--- src/hw/rsc_pkg.sv ---
// Package of register map, field positions, reset values and timing for the config bank
package rsc_pkg;
    // Register indices; each register is one word at byte address four times its index
    localparam logic [7:0] RSC_OFF_FREQ_HI  = 8'h0b;
    localparam logic [7:0] RSC_OFF_FREQ_LO  = 8'h0c;
    localparam logic [7:0] RSC_OFF_DELAY    = 8'h0d;
    localparam logic [7:0] RSC_OFF_FRONTEND = 8'h0e;
    localparam logic [7:0] RSC_OFF_FUNCTION = 8'h0f;
    localparam logic [7:0] RSC_OFF_STATUS   = 8'h0a;
    localparam logic [7:0] RSC_OFF_DETSEL   = 8'h10;
    // Reset values
    localparam logic [7:0] RSC_RST_FREQ_HI  = 8'h93;
    localparam logic [7:0] RSC_RST_FREQ_LO  = 8'hf8;
    localparam logic [7:0] RSC_RST_DELAY    = 8'h00;
    localparam logic [7:0] RSC_RST_FRONTEND = 8'h12;
    localparam logic [7:0] RSC_RST_FUNCTION = 8'h07;
    localparam logic [7:0] RSC_RST_STATUS   = 8'h40;
    // Field positions
    localparam int RSC_B_DLY_EN   = 7;
    localparam int RSC_B_DLY_LSB  = 4;
    localparam int RSC_B_DRV_DATA = 3;
    localparam int RSC_B_DRV_SDO  = 2;
    localparam int RSC_B_DRV_MON  = 1;
    localparam int RSC_B_GAIN_LSB = 6;
    localparam int RSC_B_IF_BANDWIDTH_SEL     = 5;
    localparam int RSC_B_BRF_LSB  = 1;
    localparam int RSC_B_RSSI_EN  = 7;
    localparam int RSC_B_PRE_EN   = 6;
    localparam int RSC_B_NOISE_EN = 5;
    localparam int RSC_B_HF_EN    = 4;
    localparam int RSC_B_DOUT_EN  = 3;
    localparam int RSC_B_DIG_EN   = 2;
    localparam int RSC_B_DET_RSTN = 1;
    localparam int RSC_B_SEL_PULSE = 0;
    localparam int RSC_B_ST_SLEEPN = 7;
    localparam int RSC_B_ST_RUN    = 6;
    // Oscillator formula
    localparam int RSC_NC_OFFSET  = 53;
    localparam int RSC_STEP_DIV   = 3032;
    // Start-up delays in ns and cycles at 100 MHz
    localparam int RSC_CLK_NS     = 10;
    localparam int RSC_DLY0_NS    = 105500;
    localparam int RSC_DLY1_NS    = 211100;
    localparam int RSC_DLY2_NS    = 316500;
    localparam int RSC_DLY3_NS    = 527500;
    localparam int RSC_DLY4_NS    = 949500;
    localparam int RSC_DLY0_CYC   = (RSC_DLY0_NS + RSC_CLK_NS - 1) / RSC_CLK_NS;
    localparam int RSC_DLY1_CYC   = (RSC_DLY1_NS + RSC_CLK_NS - 1) / RSC_CLK_NS;
    localparam int RSC_DLY2_CYC   = (RSC_DLY2_NS + RSC_CLK_NS - 1) / RSC_CLK_NS;
    localparam int RSC_DLY3_CYC   = (RSC_DLY3_NS + RSC_CLK_NS - 1) / RSC_CLK_NS;
    localparam int RSC_DLY4_CYC   = (RSC_DLY4_NS + RSC_CLK_NS - 1) / RSC_CLK_NS;
    // Bus answers
    localparam logic [1:0] RSC_RESP_OKAY   = 2'b00;
    localparam logic [1:0] RSC_RESP_SLVERR = 2'b10;
    // Power states
    typedef enum logic [1:0]
    {
        RSC_PWR_SLEEP = 2'b00,
        RSC_PWR_WAIT  = 2'b01,
        RSC_PWR_RUN   = 2'b11,
        RSC_PWR_STBY  = 2'b10
    } rsc_pwr_e;
endpackage

--- src/hw/rsc_config_regs.sv ---
// Transceiver synthesiser and receive configuration bank with AXI4-Lite slave
//
// Function
// - Integer LO count, bits 7:4, resets nine
// - Twelve-bit unsigned fraction over two registers
// - LO frequency from integer plus 53, fraction
// - Carrier is LO divided by band ratio
// - Delay disabled gives fixed 105.5 us
// - Delay code selects start-up wait time
// - Delay applies only on entry into run
// - Drive strength bits for three pin groups
// - IF bandwidth bit selects filter and IF
// - Front amplifier gain two bits, 7:6
// - Bit-rate filter cutoff in bits 4:1
// - Detection and data-pin enables in function register
// - HF detector enable only with delay detection
// - Digital block enable, resets enabled
// - Zero write resets detectors until chip-select rises
// - Detection reset bit reads last written value
// - Status bits select sleep, standby, run with pin
// - Frequency change releases held lock indication
`timescale 1ns/100ps
module rsc_config_regs
    import rsc_pkg::*;
#(
    parameter int DLY0_CYC = RSC_DLY0_CYC,
    parameter int DLY1_CYC = RSC_DLY1_CYC,
    parameter int DLY2_CYC = RSC_DLY2_CYC,
    parameter int DLY3_CYC = RSC_DLY3_CYC,
    parameter int DLY4_CYC = RSC_DLY4_CYC
)
(
    // Clock and reset
    input  wire logic        aclk,
    input  wire logic        aresetn,
    // AXI4-Lite write address
    input  wire logic [7:0]  s_axi_awaddr,
    input  wire logic        s_axi_awvalid,
    output logic             s_axi_awready,
    // AXI4-Lite write data
    input  wire logic [31:0] s_axi_wdata,
    input  wire logic [3:0]  s_axi_wstrb,
    input  wire logic        s_axi_wvalid,
    output logic             s_axi_wready,
    // AXI4-Lite write response
    output logic [1:0]       s_axi_bresp,
    output logic             s_axi_bvalid,
    input  wire logic        s_axi_bready,
    // AXI4-Lite read address
    input  wire logic [7:0]  s_axi_araddr,
    input  wire logic        s_axi_arvalid,
    output logic             s_axi_arready,
    // AXI4-Lite read data
    output logic [31:0]      s_axi_rdata,
    output logic [1:0]       s_axi_rresp,
    output logic             s_axi_rvalid,
    input  wire logic        s_axi_rready,
    // Device pins
    input  wire logic        chip_enable_pin,
    input  wire logic        spi_cs_n,
    input  wire logic        pll_lock,
    // Synthesiser settings
    output logic [3:0]       lo_integer_count,
    output logic [11:0]      lo_fraction_count,
    output logic             lock_held,
    // Start-up and drive
    output logic [1:0]       pwr_state,
    output logic             run_active,
    output logic             data_pin_drive,
    output logic             sdo_pin_drive,
    output logic             monitor_pin_drive,
    // Receive front end
    output logic [1:0]       front_amp_gain,
    output logic             if_bandwidth_sel,
    output logic [3:0]       bitrate_filter_cutoff,
    // Receive functions
    output logic             rssi_det_on,
    output logic             preamble_det_on,
    output logic             noise_det_on,
    output logic             hf_det_on,
    output logic             data_pin_ctrl_on,
    output logic             digital_block_on,
    output logic             detectors_held
);
    // ------------------------------------------------------------------
    // Register storage
    // ------------------------------------------------------------------
    logic [7:0]  freq_hi_r;
    logic [7:0]  freq_lo_r;
    logic [7:0]  delay_r;
    logic [7:0]  frontend_r;
    logic [7:0]  function_r;
    logic [7:0]  status_r;
    logic        pulse_count_sel_r;
    logic        det_hold_r;
    logic        cs_n_d_r;
    logic        lock_r;

    // ------------------------------------------------------------------
    // Write channel
    // ------------------------------------------------------------------
    logic        aw_held_r;
    logic [7:0]  aw_addr_r;
    logic        w_held_r;
    logic [31:0] w_data_r;
    logic [3:0]  w_strb_r;
    logic        bvalid_r;
    logic [1:0]  bresp_r;
    logic        wr_fire;
    logic        wr_en;
    logic [7:0]  wr_byte;
    logic        wr_hit_hi;
    logic        wr_hit_lo;
    logic        wr_hit_dly;
    logic        wr_hit_fe;
    logic        wr_hit_fn;
    logic        wr_hit_st;
    logic        wr_hit_sel;
    logic        wr_mapped;
    logic [5:0]  wr_idx;

    assign s_axi_awready = !aw_held_r && !bvalid_r;
    assign s_axi_wready  = !w_held_r && !bvalid_r;
    assign wr_fire       = aw_held_r && w_held_r && !bvalid_r;
    assign wr_idx        = aw_addr_r[7:2];
    assign wr_hit_hi     = (wr_idx == RSC_OFF_FREQ_HI[5:0]);
    assign wr_hit_lo     = (wr_idx == RSC_OFF_FREQ_LO[5:0]);
    assign wr_hit_dly    = (wr_idx == RSC_OFF_DELAY[5:0]);
    assign wr_hit_fe     = (wr_idx == RSC_OFF_FRONTEND[5:0]);
    assign wr_hit_fn     = (wr_idx == RSC_OFF_FUNCTION[5:0]);
    assign wr_hit_st     = (wr_idx == RSC_OFF_STATUS[5:0]);
    assign wr_hit_sel    = (wr_idx == RSC_OFF_DETSEL[5:0]);
    assign wr_mapped     = wr_hit_hi | wr_hit_lo | wr_hit_dly | wr_hit_fe
                         | wr_hit_fn | wr_hit_st | wr_hit_sel;
    assign wr_en         = wr_fire && wr_mapped && w_strb_r[0];
    // Each register is the low byte of its own word; lane 0 must be strobed
    assign wr_byte       = w_data_r[7:0];

    always_ff @(posedge aclk)
    begin
        if (!aresetn)
        begin
            aw_held_r <= 1'b0;
            aw_addr_r <= 8'h00;
            w_held_r  <= 1'b0;
            w_data_r  <= 32'h00000000;
            w_strb_r  <= 4'h0;
            bvalid_r  <= 1'b0;
            bresp_r   <= RSC_RESP_OKAY;
        end
        else
        begin
            if (s_axi_awvalid && s_axi_awready)
            begin
                aw_held_r <= 1'b1;
                aw_addr_r <= s_axi_awaddr;
            end
            if (s_axi_wvalid && s_axi_wready)
            begin
                w_held_r  <= 1'b1;
                w_data_r  <= s_axi_wdata;
                w_strb_r  <= s_axi_wstrb;
            end
            if (wr_fire)
            begin
                aw_held_r <= 1'b0;
                w_held_r  <= 1'b0;
                bvalid_r  <= 1'b1;
                bresp_r   <= wr_mapped ? RSC_RESP_OKAY : RSC_RESP_SLVERR;
            end
            else if (bvalid_r && s_axi_bready)
                bvalid_r <= 1'b0;
        end
    end

    assign s_axi_bvalid = bvalid_r;
    assign s_axi_bresp  = bresp_r;

    // ------------------------------------------------------------------
    // Register updates
    // ------------------------------------------------------------------
    logic cs_rise;
    logic freq_change;

    assign cs_rise     = spi_cs_n && !cs_n_d_r;
    assign freq_change = wr_en && ((wr_hit_hi && wr_byte != freq_hi_r)
                       || (wr_hit_lo && wr_byte != freq_lo_r));

    always_ff @(posedge aclk)
    begin
        if (!aresetn)
        begin
            freq_hi_r         <= RSC_RST_FREQ_HI;
            freq_lo_r         <= RSC_RST_FREQ_LO;
            delay_r           <= RSC_RST_DELAY;
            frontend_r        <= RSC_RST_FRONTEND;
            function_r        <= RSC_RST_FUNCTION;
            status_r          <= RSC_RST_STATUS;
            pulse_count_sel_r <= 1'b0;
        end
        else if (wr_en)
        begin
            if (wr_hit_hi)
                freq_hi_r <= wr_byte;
            if (wr_hit_lo)
                freq_lo_r <= wr_byte;
            if (wr_hit_dly)
                delay_r <= wr_byte;
            if (wr_hit_fe)
                frontend_r <= wr_byte;
            if (wr_hit_fn)
                function_r <= wr_byte;
            if (wr_hit_st)
                status_r <= wr_byte;
            if (wr_hit_sel)
                pulse_count_sel_r <= wr_byte[RSC_B_SEL_PULSE];
        end
    end

    // Detector hold: set by a complete zero write, released by CS rising
    always_ff @(posedge aclk)
    begin
        if (!aresetn)
        begin
            det_hold_r <= 1'b0;
            cs_n_d_r   <= 1'b1;
        end
        else
        begin
            cs_n_d_r <= spi_cs_n;
            if (wr_en && wr_hit_fn && !wr_byte[RSC_B_DET_RSTN])
                det_hold_r <= 1'b1;
            else if (cs_rise)
                det_hold_r <= 1'b0;
        end
    end

    // Held lock indication for the transmit amplifier
    always_ff @(posedge aclk)
    begin
        if (!aresetn)
            lock_r <= 1'b0;
        else if (freq_change || !run_active)
            lock_r <= 1'b0;
        else if (pll_lock)
            lock_r <= 1'b1;
    end

    // ------------------------------------------------------------------
    // Read channel
    // ------------------------------------------------------------------
    logic        rvalid_r;
    logic [31:0] rdata_r;
    logic [1:0]  rresp_r;
    logic [7:0]  rd_byte;
    logic        rd_mapped;
    logic [5:0]  rd_idx;

    assign s_axi_arready = !rvalid_r;
    assign rd_idx    = s_axi_araddr[7:2];
    assign rd_mapped = (rd_idx == RSC_OFF_FREQ_HI[5:0]) || (rd_idx == RSC_OFF_FREQ_LO[5:0])
                    || (rd_idx == RSC_OFF_DELAY[5:0]) || (rd_idx == RSC_OFF_FRONTEND[5:0])
                    || (rd_idx == RSC_OFF_FUNCTION[5:0]) || (rd_idx == RSC_OFF_STATUS[5:0])
                    || (rd_idx == RSC_OFF_DETSEL[5:0]);

    always_comb
    begin
        rd_byte = 8'h00;
        unique case (rd_idx)
            RSC_OFF_FREQ_HI[5:0]:  rd_byte = freq_hi_r;
            RSC_OFF_FREQ_LO[5:0]:  rd_byte = freq_lo_r;
            RSC_OFF_DELAY[5:0]:    rd_byte = delay_r;
            RSC_OFF_FRONTEND[5:0]: rd_byte = frontend_r;
            RSC_OFF_FUNCTION[5:0]: rd_byte = function_r;
            RSC_OFF_STATUS[5:0]:   rd_byte = status_r;
            RSC_OFF_DETSEL[5:0]:   rd_byte = {7'h00, pulse_count_sel_r};
            default:          rd_byte = 8'h00;
        endcase
    end

    always_ff @(posedge aclk)
    begin
        if (!aresetn)
        begin
            rvalid_r <= 1'b0;
            rdata_r  <= 32'h00000000;
            rresp_r  <= RSC_RESP_OKAY;
        end
        else if (s_axi_arvalid && s_axi_arready)
        begin
            rvalid_r <= 1'b1;
            rdata_r  <= {24'h000000, rd_byte};
            rresp_r  <= rd_mapped ? RSC_RESP_OKAY : RSC_RESP_SLVERR;
        end
        else if (rvalid_r && s_axi_rready)
            rvalid_r <= 1'b0;
    end

    assign s_axi_rvalid = rvalid_r;
    assign s_axi_rdata  = rdata_r;
    assign s_axi_rresp  = rresp_r;

    // ------------------------------------------------------------------
    // Start-up sequencing
    // ------------------------------------------------------------------
    logic awake;

    // Status bits honoured only while the enable pin is high
    assign awake = chip_enable_pin & status_r[RSC_B_ST_SLEEPN];

    rsc_startup_timer #(
        .DLY0_CYC (DLY0_CYC),
        .DLY1_CYC (DLY1_CYC),
        .DLY2_CYC (DLY2_CYC),
        .DLY3_CYC (DLY3_CYC),
        .DLY4_CYC (DLY4_CYC)
    ) u_timer (
        .aclk              (aclk),
        .aresetn           (aresetn),
        .awake             (awake),
        .run_select        (status_r[RSC_B_ST_RUN]),
        .dly_en            (delay_r[RSC_B_DLY_EN]),
        .startup_wait_code (delay_r[RSC_B_DLY_LSB +: 3]),
        .pwr_state         (pwr_state),
        .run_active        (run_active)
    );

    // ------------------------------------------------------------------
    // Configuration outputs
    // ------------------------------------------------------------------
    // Oscillator = (integer + 53) * ref + fraction * ref / 3032; carrier by band ratio
    assign lo_integer_count      = freq_hi_r[7:4];
    assign lo_fraction_count     = {freq_hi_r[3:0], freq_lo_r};
    assign lock_held             = lock_r;
    assign data_pin_drive        = delay_r[RSC_B_DRV_DATA];
    assign sdo_pin_drive         = delay_r[RSC_B_DRV_SDO];
    assign monitor_pin_drive     = delay_r[RSC_B_DRV_MON];
    assign front_amp_gain        = frontend_r[RSC_B_GAIN_LSB +: 2];
    assign if_bandwidth_sel      = frontend_r[RSC_B_IF_BANDWIDTH_SEL];
    assign bitrate_filter_cutoff = frontend_r[RSC_B_BRF_LSB +: 4];
    assign rssi_det_on           = function_r[RSC_B_RSSI_EN];
    assign preamble_det_on       = function_r[RSC_B_PRE_EN];
    assign noise_det_on          = function_r[RSC_B_NOISE_EN];
    assign hf_det_on             = function_r[RSC_B_HF_EN] & !pulse_count_sel_r;
    assign data_pin_ctrl_on      = function_r[RSC_B_DOUT_EN];
    assign digital_block_on      = function_r[RSC_B_DIG_EN];
    assign detectors_held        = det_hold_r;

    // ------------------------------------------------------------------
    // Checks
    // ------------------------------------------------------------------
    a_hold_on_zero: assert property (@(posedge aclk) disable iff (!aresetn)
        (wr_en && wr_hit_fn && !wr_byte[RSC_B_DET_RSTN]) |=> detectors_held)
        else $error("detector hold not set by zero write");
    a_resume_cs: assert property (@(posedge aclk) disable iff (!aresetn)
        (cs_rise && !(wr_en && wr_hit_fn)) |=> !detectors_held)
        else $error("detectors not resumed on chip-select rise");
    a_readback_fn: assert property (@(posedge aclk) disable iff (!aresetn)
        (cs_rise && !wr_en) |=> $stable(function_r))
        else $error("function register changed on chip-select rise");
    a_freq_unlock: assert property (@(posedge aclk) disable iff (!aresetn)
        freq_change |=> !lock_held)
        else $error("lock held after frequency change");
    a_hf_pulse: assert property (@(posedge aclk) disable iff (!aresetn)
        pulse_count_sel_r |-> !hf_det_on)
        else $error("hf detector active under pulse counting");
    a_sleep_pin: assert property (@(posedge aclk) disable iff (!aresetn)
        !chip_enable_pin |=> !run_active)
        else $error("run while enable pin low");
    a_fixed_delay: assert property (@(posedge aclk) disable iff (!aresetn)
        ($rose(pwr_state == RSC_PWR_WAIT) && !delay_r[RSC_B_DLY_EN]
         && u_timer.cnt_r == 20'(DLY0_CYC - 1)) or !$rose(pwr_state == RSC_PWR_WAIT)
         or delay_r[RSC_B_DLY_EN])
        else $error("fixed start-up delay not loaded");
    a_run_entry: assert property (@(posedge aclk) disable iff (!aresetn)
        (pwr_state == RSC_PWR_STBY) ##1 (pwr_state == RSC_PWR_RUN) |-> 1'b0)
        else $error("run entered without start-up delay");
    a_integer_out: assert property (@(posedge aclk) disable iff (!aresetn)
        (wr_en && wr_hit_hi) |=> lo_integer_count == $past(wr_byte[7:4]))
        else $error("integer count not updated");
endmodule

--- src/hw/rsc_startup_timer.sv ---
// Start-up delay sequencer for entry into run
`timescale 1ns/100ps
module rsc_startup_timer
    import rsc_pkg::*;
#(
    parameter int DLY0_CYC = RSC_DLY0_CYC,
    parameter int DLY1_CYC = RSC_DLY1_CYC,
    parameter int DLY2_CYC = RSC_DLY2_CYC,
    parameter int DLY3_CYC = RSC_DLY3_CYC,
    parameter int DLY4_CYC = RSC_DLY4_CYC
)
(
    // Clock and reset
    input  wire logic       aclk,
    input  wire logic       aresetn,
    // Control
    input  wire logic       awake,
    input  wire logic       run_select,
    input  wire logic       dly_en,
    input  wire logic [2:0] startup_wait_code,
    // Status
    output logic [1:0]      pwr_state,
    output logic            run_active
);
    rsc_pwr_e    state_r;
    rsc_pwr_e    state_nxt;
    logic [19:0] cnt_r;
    logic [19:0] cnt_nxt;
    logic [19:0] load_val;
    logic        want_run;

    assign want_run = awake & run_select;

    // Delay code lookup, sampled at the moment of entry only
    always_comb
    begin
        load_val = 20'(DLY0_CYC - 1);
        if (dly_en)
        begin
            unique case (startup_wait_code)
                3'b001:  load_val = 20'(DLY1_CYC - 1);
                3'b010:  load_val = 20'(DLY2_CYC - 1);
                3'b011:  load_val = 20'(DLY3_CYC - 1);
                3'b100:  load_val = 20'(DLY4_CYC - 1);
                default: load_val = 20'(DLY0_CYC - 1);
            endcase
        end
    end

    always_comb
    begin
        state_nxt = state_r;
        cnt_nxt   = cnt_r;
        unique case (state_r)
            RSC_PWR_SLEEP, RSC_PWR_STBY:
            begin
                if (want_run)
                begin
                    state_nxt = RSC_PWR_WAIT;
                    cnt_nxt   = load_val;
                end
                else if (awake)
                    state_nxt = RSC_PWR_STBY;
                else
                    state_nxt = RSC_PWR_SLEEP;
            end
            RSC_PWR_WAIT:
            begin
                if (!awake)
                    state_nxt = RSC_PWR_SLEEP;
                else if (!run_select)
                    state_nxt = RSC_PWR_STBY;
                else if (cnt_r == 20'h00000)
                    state_nxt = RSC_PWR_RUN;
                else
                    cnt_nxt = cnt_r - 20'h00001;
            end
            RSC_PWR_RUN:
            begin
                if (!awake)
                    state_nxt = RSC_PWR_SLEEP;
                else if (!run_select)
                    state_nxt = RSC_PWR_STBY;
            end
        endcase
    end

    always_ff @(posedge aclk)
    begin
        if (!aresetn)
        begin
            state_r <= RSC_PWR_SLEEP;
            cnt_r   <= 20'h00000;
        end
        else
        begin
            state_r <= state_nxt;
            cnt_r   <= cnt_nxt;
        end
    end

    assign pwr_state  = state_r;
    assign run_active = (state_r == RSC_PWR_RUN);
endmodule

--- config.mk ---
export PLATFORM = sky130hd
export DESIGN_NAME = rsc_config_regs
export DESIGN_NICKNAME = d
export VERILOG_FILES = /design/src/hw/rsc_pkg.sv /design/src/hw/rsc_config_regs.sv /design/src/hw/rsc_startup_timer.sv
export SDC_FILE = /design/constraint.sdc
export NUM_CORES = 1
export LEC_CHECK = 0
export BUFFER_PORTS_ARGS = -buffer_cell sky130_fd_sc_hd__buf_2
export CAP_MARGIN = 10
export CORE_AREA = 4 4 115 90
export CTS_CLUSTER_SIZE = 14
export DETAILED_ROUTE_END_ITERATION = 8
export DIE_AREA = 0 0 119 94
export PLACE_DENSITY = 0.95
export SLEW_MARGIN = 20
export SYNTH_ARGS = -nofsm -noshare
export SYNTH_HDL_FRONTEND = slang
export SYNTH_SLANG_ARGS = --single-unit
--- constraint.sdc ---
create_clock -name aclk -period 3.9 [get_ports aclk]
set_input_delay 1.17 -clock aclk [delete_from_list [all_inputs] [get_ports aclk]]
set_output_delay 1.17 -clock aclk [all_outputs]
set_load 0.005 [all_outputs]
After elaboration in Yosys (flattened, before gate mapping). Cells that the tools add are included. Widths: inputs -> output; s select.

Register bits after elaboration: 107. Output and inout port bits: 78. Logic and storage cells: 137. Input port bits: 62.

Reductions and logical operators: 51. Eq/ne operators: 29. Mux-type cells: 24. Bitwise operators: 10. Add/subtract/negate cells: 1.

Operators by type and width (count): $mux 20 (5); $eq 6x4->1 const B (12); $pmux 17 s4 (1); $pmux 8 s7 (1); $pmux 20 s2 (1); $logic_not 20->1 (1); $sub 20x1->20 const B (1); $mux 2 (9); $logic_and 1x1->1 (17); $ne 8x8->1 (2); $reduce_and 2->1 (8); $eq 6x5->1 const B (2); $logic_not 1->1 (8); $logic_or 1x1->1 (8); $reduce_bool 2->1 (4); $eq 3x2->1 const B (2); $mux 1 (6); $or 1x1->1 (6); $pmux 2 s3 (1); $reduce_or 2->1 (3); $reduce_and 5->1 (1); $eq 2x2->1 const B (2); $ne 2x1->1 const B (2); $ne 2x2->1 const B (2); 8 further kinds (10).

Logic depth before layout (Yosys ltp).
Depth in word-level cells: 12. Gate-level depth with buffers: 9. Gate-level depth less buffers: 7.

Cells and area by module. From an unflattened synthesis, not the netlist that was laid out.

Cell total of the unflattened synthesis: 611. Area, all modules: 5505.3 um^2.

By module, submodules not included: rsc_config_regs (seq. area each 1621.6 um^2, cells an instance 422, times used 1, area an instance 4053.9 um^2); rsc_startup_timer (seq. area each 440.4 um^2, cells an instance 189, times used 1, area an instance 1451.4 um^2).

Worst setup path before layout. No wires, ideal clock.

Kind: input -> register. From: input port s_axi_araddr[6]. To: register rdata_r[1], in the netlist s_axi_rdata[1]. Stages on the path: 6. Required time: 3841 ps. Setup slack: 1472 ps. Arrival: 2368 ps. Buffers on the path: 1. Cell sequence: nand4bb_1 clkbuf_1 nor3b_1 a221oi_1 nand2_1 a22o_1.

Cells in the longest elaborated chain, start to end: 2. Elaborated cells between the ends (all ways): 8. Those cells by class: 7 x eq/ne; 1 x mux.

Ends and longest elaborated chain: start: declaration (line rsc_config_regs.sv:50) `input wire logic [7:0] s_axi_araddr,`; $eq 6x5->1 or $eq 6x4->1 (tied branches) (line rsc_config_regs.sv:269) `unique case (rd_idx)`; $pmux 8 s7 * (line rsc_config_regs.sv:269); end signal: assignment (line rsc_config_regs.sv:292) `rdata_r <= {24'h000000, rd_byte};`; end: declaration (line rsc_config_regs.sv:253) `logic [31:0] rdata_r;`.

Every way passes the cells marked *; elsewhere a longest branch is shown, timed or not. A chain may end at the register's enable or synchronous reset.

Worst setup path after layout.
From: input port s_axi_araddr[6]. To: register rdata_r[3], in the netlist s_axi_rdata[3].

The elaborated chain is that of the path after synthesis.

==> results.json <==
{
  "vias": 4844,
  "nFillCells": 752,
  "hold_start": "s_axi_bresp[1]",
  "fin_crit_sh_pct": 80.0,
  "cp-end-kind": "flop",
  "comb_power_share_pct": 5.9,
  "grt_max_degree": 56,
  "post_cts_buffers": 0,
  "grt_pass1_vias": 4605,
  "drv_cap": 0,
  "p_sw_w": 0.000508,
  "finalWeightedCongestion": 0.904,
  "dieArea_um2": 11200,
  "synth_most_common_cell": "dfxtp_1",
  "setup_viol": 0,
  "htreeDepth": 3,
  "place_ws_ns": 0.664,
  "hold_class": "flop to flop",
  "path_max_fanout": 10,
  "crit_family": "simple AND/OR/NAND/NOR gates",
  "startpoint_type": "input port",
  "fin_area_um2": 5790,
  "r2r-end": "u_timer.cnt_r[2]",
  "remaining_drc_errors": 0,
  "p_total_w": 0.00226,
  "synth_cells": 616,
  "ys_types": 58,
  "cp.buffers_inverters": 1,
  "rr_worst_depth": 7,
  "syn_to_final_growth_pct": 12.2,
  "grt.total_usage_pct": 25.6,
  "layout-drive-gt1-share_pct": 17.3,
  "io-pin-count": 140,
  "clock_skew_ns": 0.00702,
  "synth.area.top_cells": "dfxtp_1, mux2i_1, nand2_1",
  "min_to": "s_axi_bresp[1]",
  "fin_crit_ns": 3.12,
  "wire_per_inst_um": 18.3,
  "path_class": "input port to flop",
  "r2r_start": "u_timer.cnt_r[0]",
  "start_util_pct": 55.2,
  "rows": 31,
  "synthArstFlopShare_pct": 0,
  "clk_pin_slew_worst_paths_ns": 0.06,
  "n_antenna_cell": 0,
  "cp.arrival_ns": 3.41,
  "status": "finished clean",
  "cts_resized": 0,
  "tritoncts": "built",
  "internal_power_w": 0.00175,
  "syn_area_um2": 5160,
  "first_pass_iters": 6,
  "gr-total-overflow": 0,
  "p_leak_nw": 2.55,
  "worst_pin_slew_ns": 0.997,
  "final_util_pct": 62.0,
  "fp.dieH_um": 94,
  "tns_ns": 0,
  "nets": 727,
  "powerDensity_nw_per_um2": 390,
  "antenna_left": 0,
  "min_delay_path_depth": 2,
  "synth_area_per_cell_um2": 8.38,
  "cp.required_ns": 4.19,
  "slew_headroom_pct": 33.4,
  "fin_ws_ns": 0.781,
  "cts_hold_buf": 0,
  "yosysSeqAreaShare_pct": 39.9,
  "clock_latency_ns": 0.35,
  "rsz0062_at_grt": "false",
  "pwr-share-clk_pct": 45.4,
  "portBuffers": 82,
  "drt_iter0_markers": 498,
  "grt_pass1_wl_um": 23000,
  "synth_common_cells": "dfxtp_1, nand2_1, nor2_1",
  "hold_viol": 0,
  "viasPerCell": 6.05,
  "cts_buffer_depth": 2,
  "max_stage_delay_ns": 0.99,
  "yosysWarningCount": 0,
  "sequentialPowerShare_pct": 48.7,
  "die_x_um": 119,
  "cp_slowest_cell": "nor3b_1",
  "vdd_drop_max_uv": 283,
  "placed_cell_area_um2": 5450,
  "clock_sinks": 103,
  "max_freq_ghz": 0.321,
  "synth_edf_count": 0,
  "swShare_pct": 22.5,
  "wl_um": 14700,
  "cts_buffers": 9,
  "synth-seq-cells": 103,
  "ctsRootBufferMaster": "clkbuf_16",
  "r2r_setup_slack_ns": 0.93,
  "synthFlopType": "dfxtp_1",
  "hpwl_um": 10200,
  "yosysTopAreaCellShare_pct": 39.9,
  "antenna_found_initial": 0,
  "drv_slew": 0,
  "path_cells": "buf_2, nand4bb_1, nor3b_1, a221oi_1, nand2_1, a22o_1",
  "synth.largest_area_cell": "dfxtp_1",
  "coreArea_um2": 9350
}
-- power by group through the flow --
stage	clock network, W	logic (W)	registers, W
after global placement	0	0.000122	0.00112
final	0.00103	0.000133	0.00110
after global routing	0.00107	0.000146	0.00110
after detailed placement	0	0.000128	0.00112
after CTS	0.00103	0.000130	0.00110
after floorplan	0	0.000116	0.00110
-- logic make-up (layout without fill, tap and decap cells) --
kind of cell / count (synthesis) / after routing / synth area share [%]
compound gates: 123 / 123 / 15.5
xor+xnor: 20 / 20 / 3.39
fa+ha+maj: 1 / 1 / 0.242
buf+inv: 88 / 116 / 9.30
flops: 103 / 103 / 39.9
mux: 46 / 46 / 9.18
other cells: 1 / 26 / 0.0726
simple gates: 234 / 234 / 22.4
-- registers in the layout (all words and copies together) (netlist names), 2 cells and up --
name               count
freq_hi_r              8
w_data_r               8
function_r             8
aw_addr_r              6
u_timer.pwr_state      2
frontend_r             8
freq_lo_r              8
status_r               8
s_axi_rdata            8
delay_r                8
u_timer.cnt_r         20
-- per-layer routing --
metal,up-vias,track usage (%),part of all wire [%]
met5,-,0,0
met4,0,10.3,2.5
met3,49,8.49,12
met2,337,39.0,44
met1,2256,33.6,41
li1,2202,-,-
-- metrics by stage --
step / hold WS, ns / cells
4_1_cts: 0.456 / 801
3_3_place_gp: 0.441 / 785
5_1_grt: 0.486 / 801
2_1_floorplan: 0.433 / 641
3_5_place_dp: 0.445 / 785
6_report: 0.456 / 801
-- worst max path at each step --
stage | end | depth (start not counted) | start
6_report | s_axi_rdata[3] | 6 | s_axi_araddr[6]
5_1_grt | s_axi_rdata[3] | 6 | s_axi_araddr[6]
4_1_cts | s_axi_rdata[3] | 6 | s_axi_araddr[6]
3_5_place_dp | s_axi_rdata[3] | 6 | s_axi_araddr[6]
3_3_place_gp | s_axi_rdata[3] | 6 | s_axi_araddr[6]
2_1_floorplan | s_axi_rdata[1] | 6 | s_axi_araddr[6]
-- cell type report --
cell class	count	area [µm²]	share of cell area, %
Multi-Input combinational cell	450	2720	47.0
Inverter	15	56.3	0.972
Sequential cell	103	2060	35.6
Tap cell	132	165	2.85
Clock buffer	14	284	4.90
Timing Repair Buffer	85	445	7.69
Clock inverter	2	60.1	1.04
-- cells in the final DEF (no fill, tap or decap), types with 3 or more instances in the layout --
cell,n
nand2b_1,7
nor4_1,9
clkbuf_8,4
and2_1,5
nand3_1,29
a22oi_1,7
o211ai_1,4
mux2i_1,44
o31ai_1,5
or3_1,3
nor2_1,63
a21oi_1,47
a211oi_1,3
o21ai_1,3
o22ai_1,3
nor2b_1,6
clkbuf_16,9
nand2_1,71
o21ai_0,16
and3_1,7
a221oi_1,7
conb_1,26
xor2_1,16
a31oi_1,8
a22o_1,8
inv_1,14
o221a_2,4
xnor2_1,4
buf_2,82
dfxtp_1,103
nor3_1,13
-- tightest hold or removal path: stages (launching register included) --
cell	delay, ns
dfxtp_1	0.31
nand2_1	0.05
a21oi_1	0.05
No activity file was read; power rests on OpenSTA's default activity.
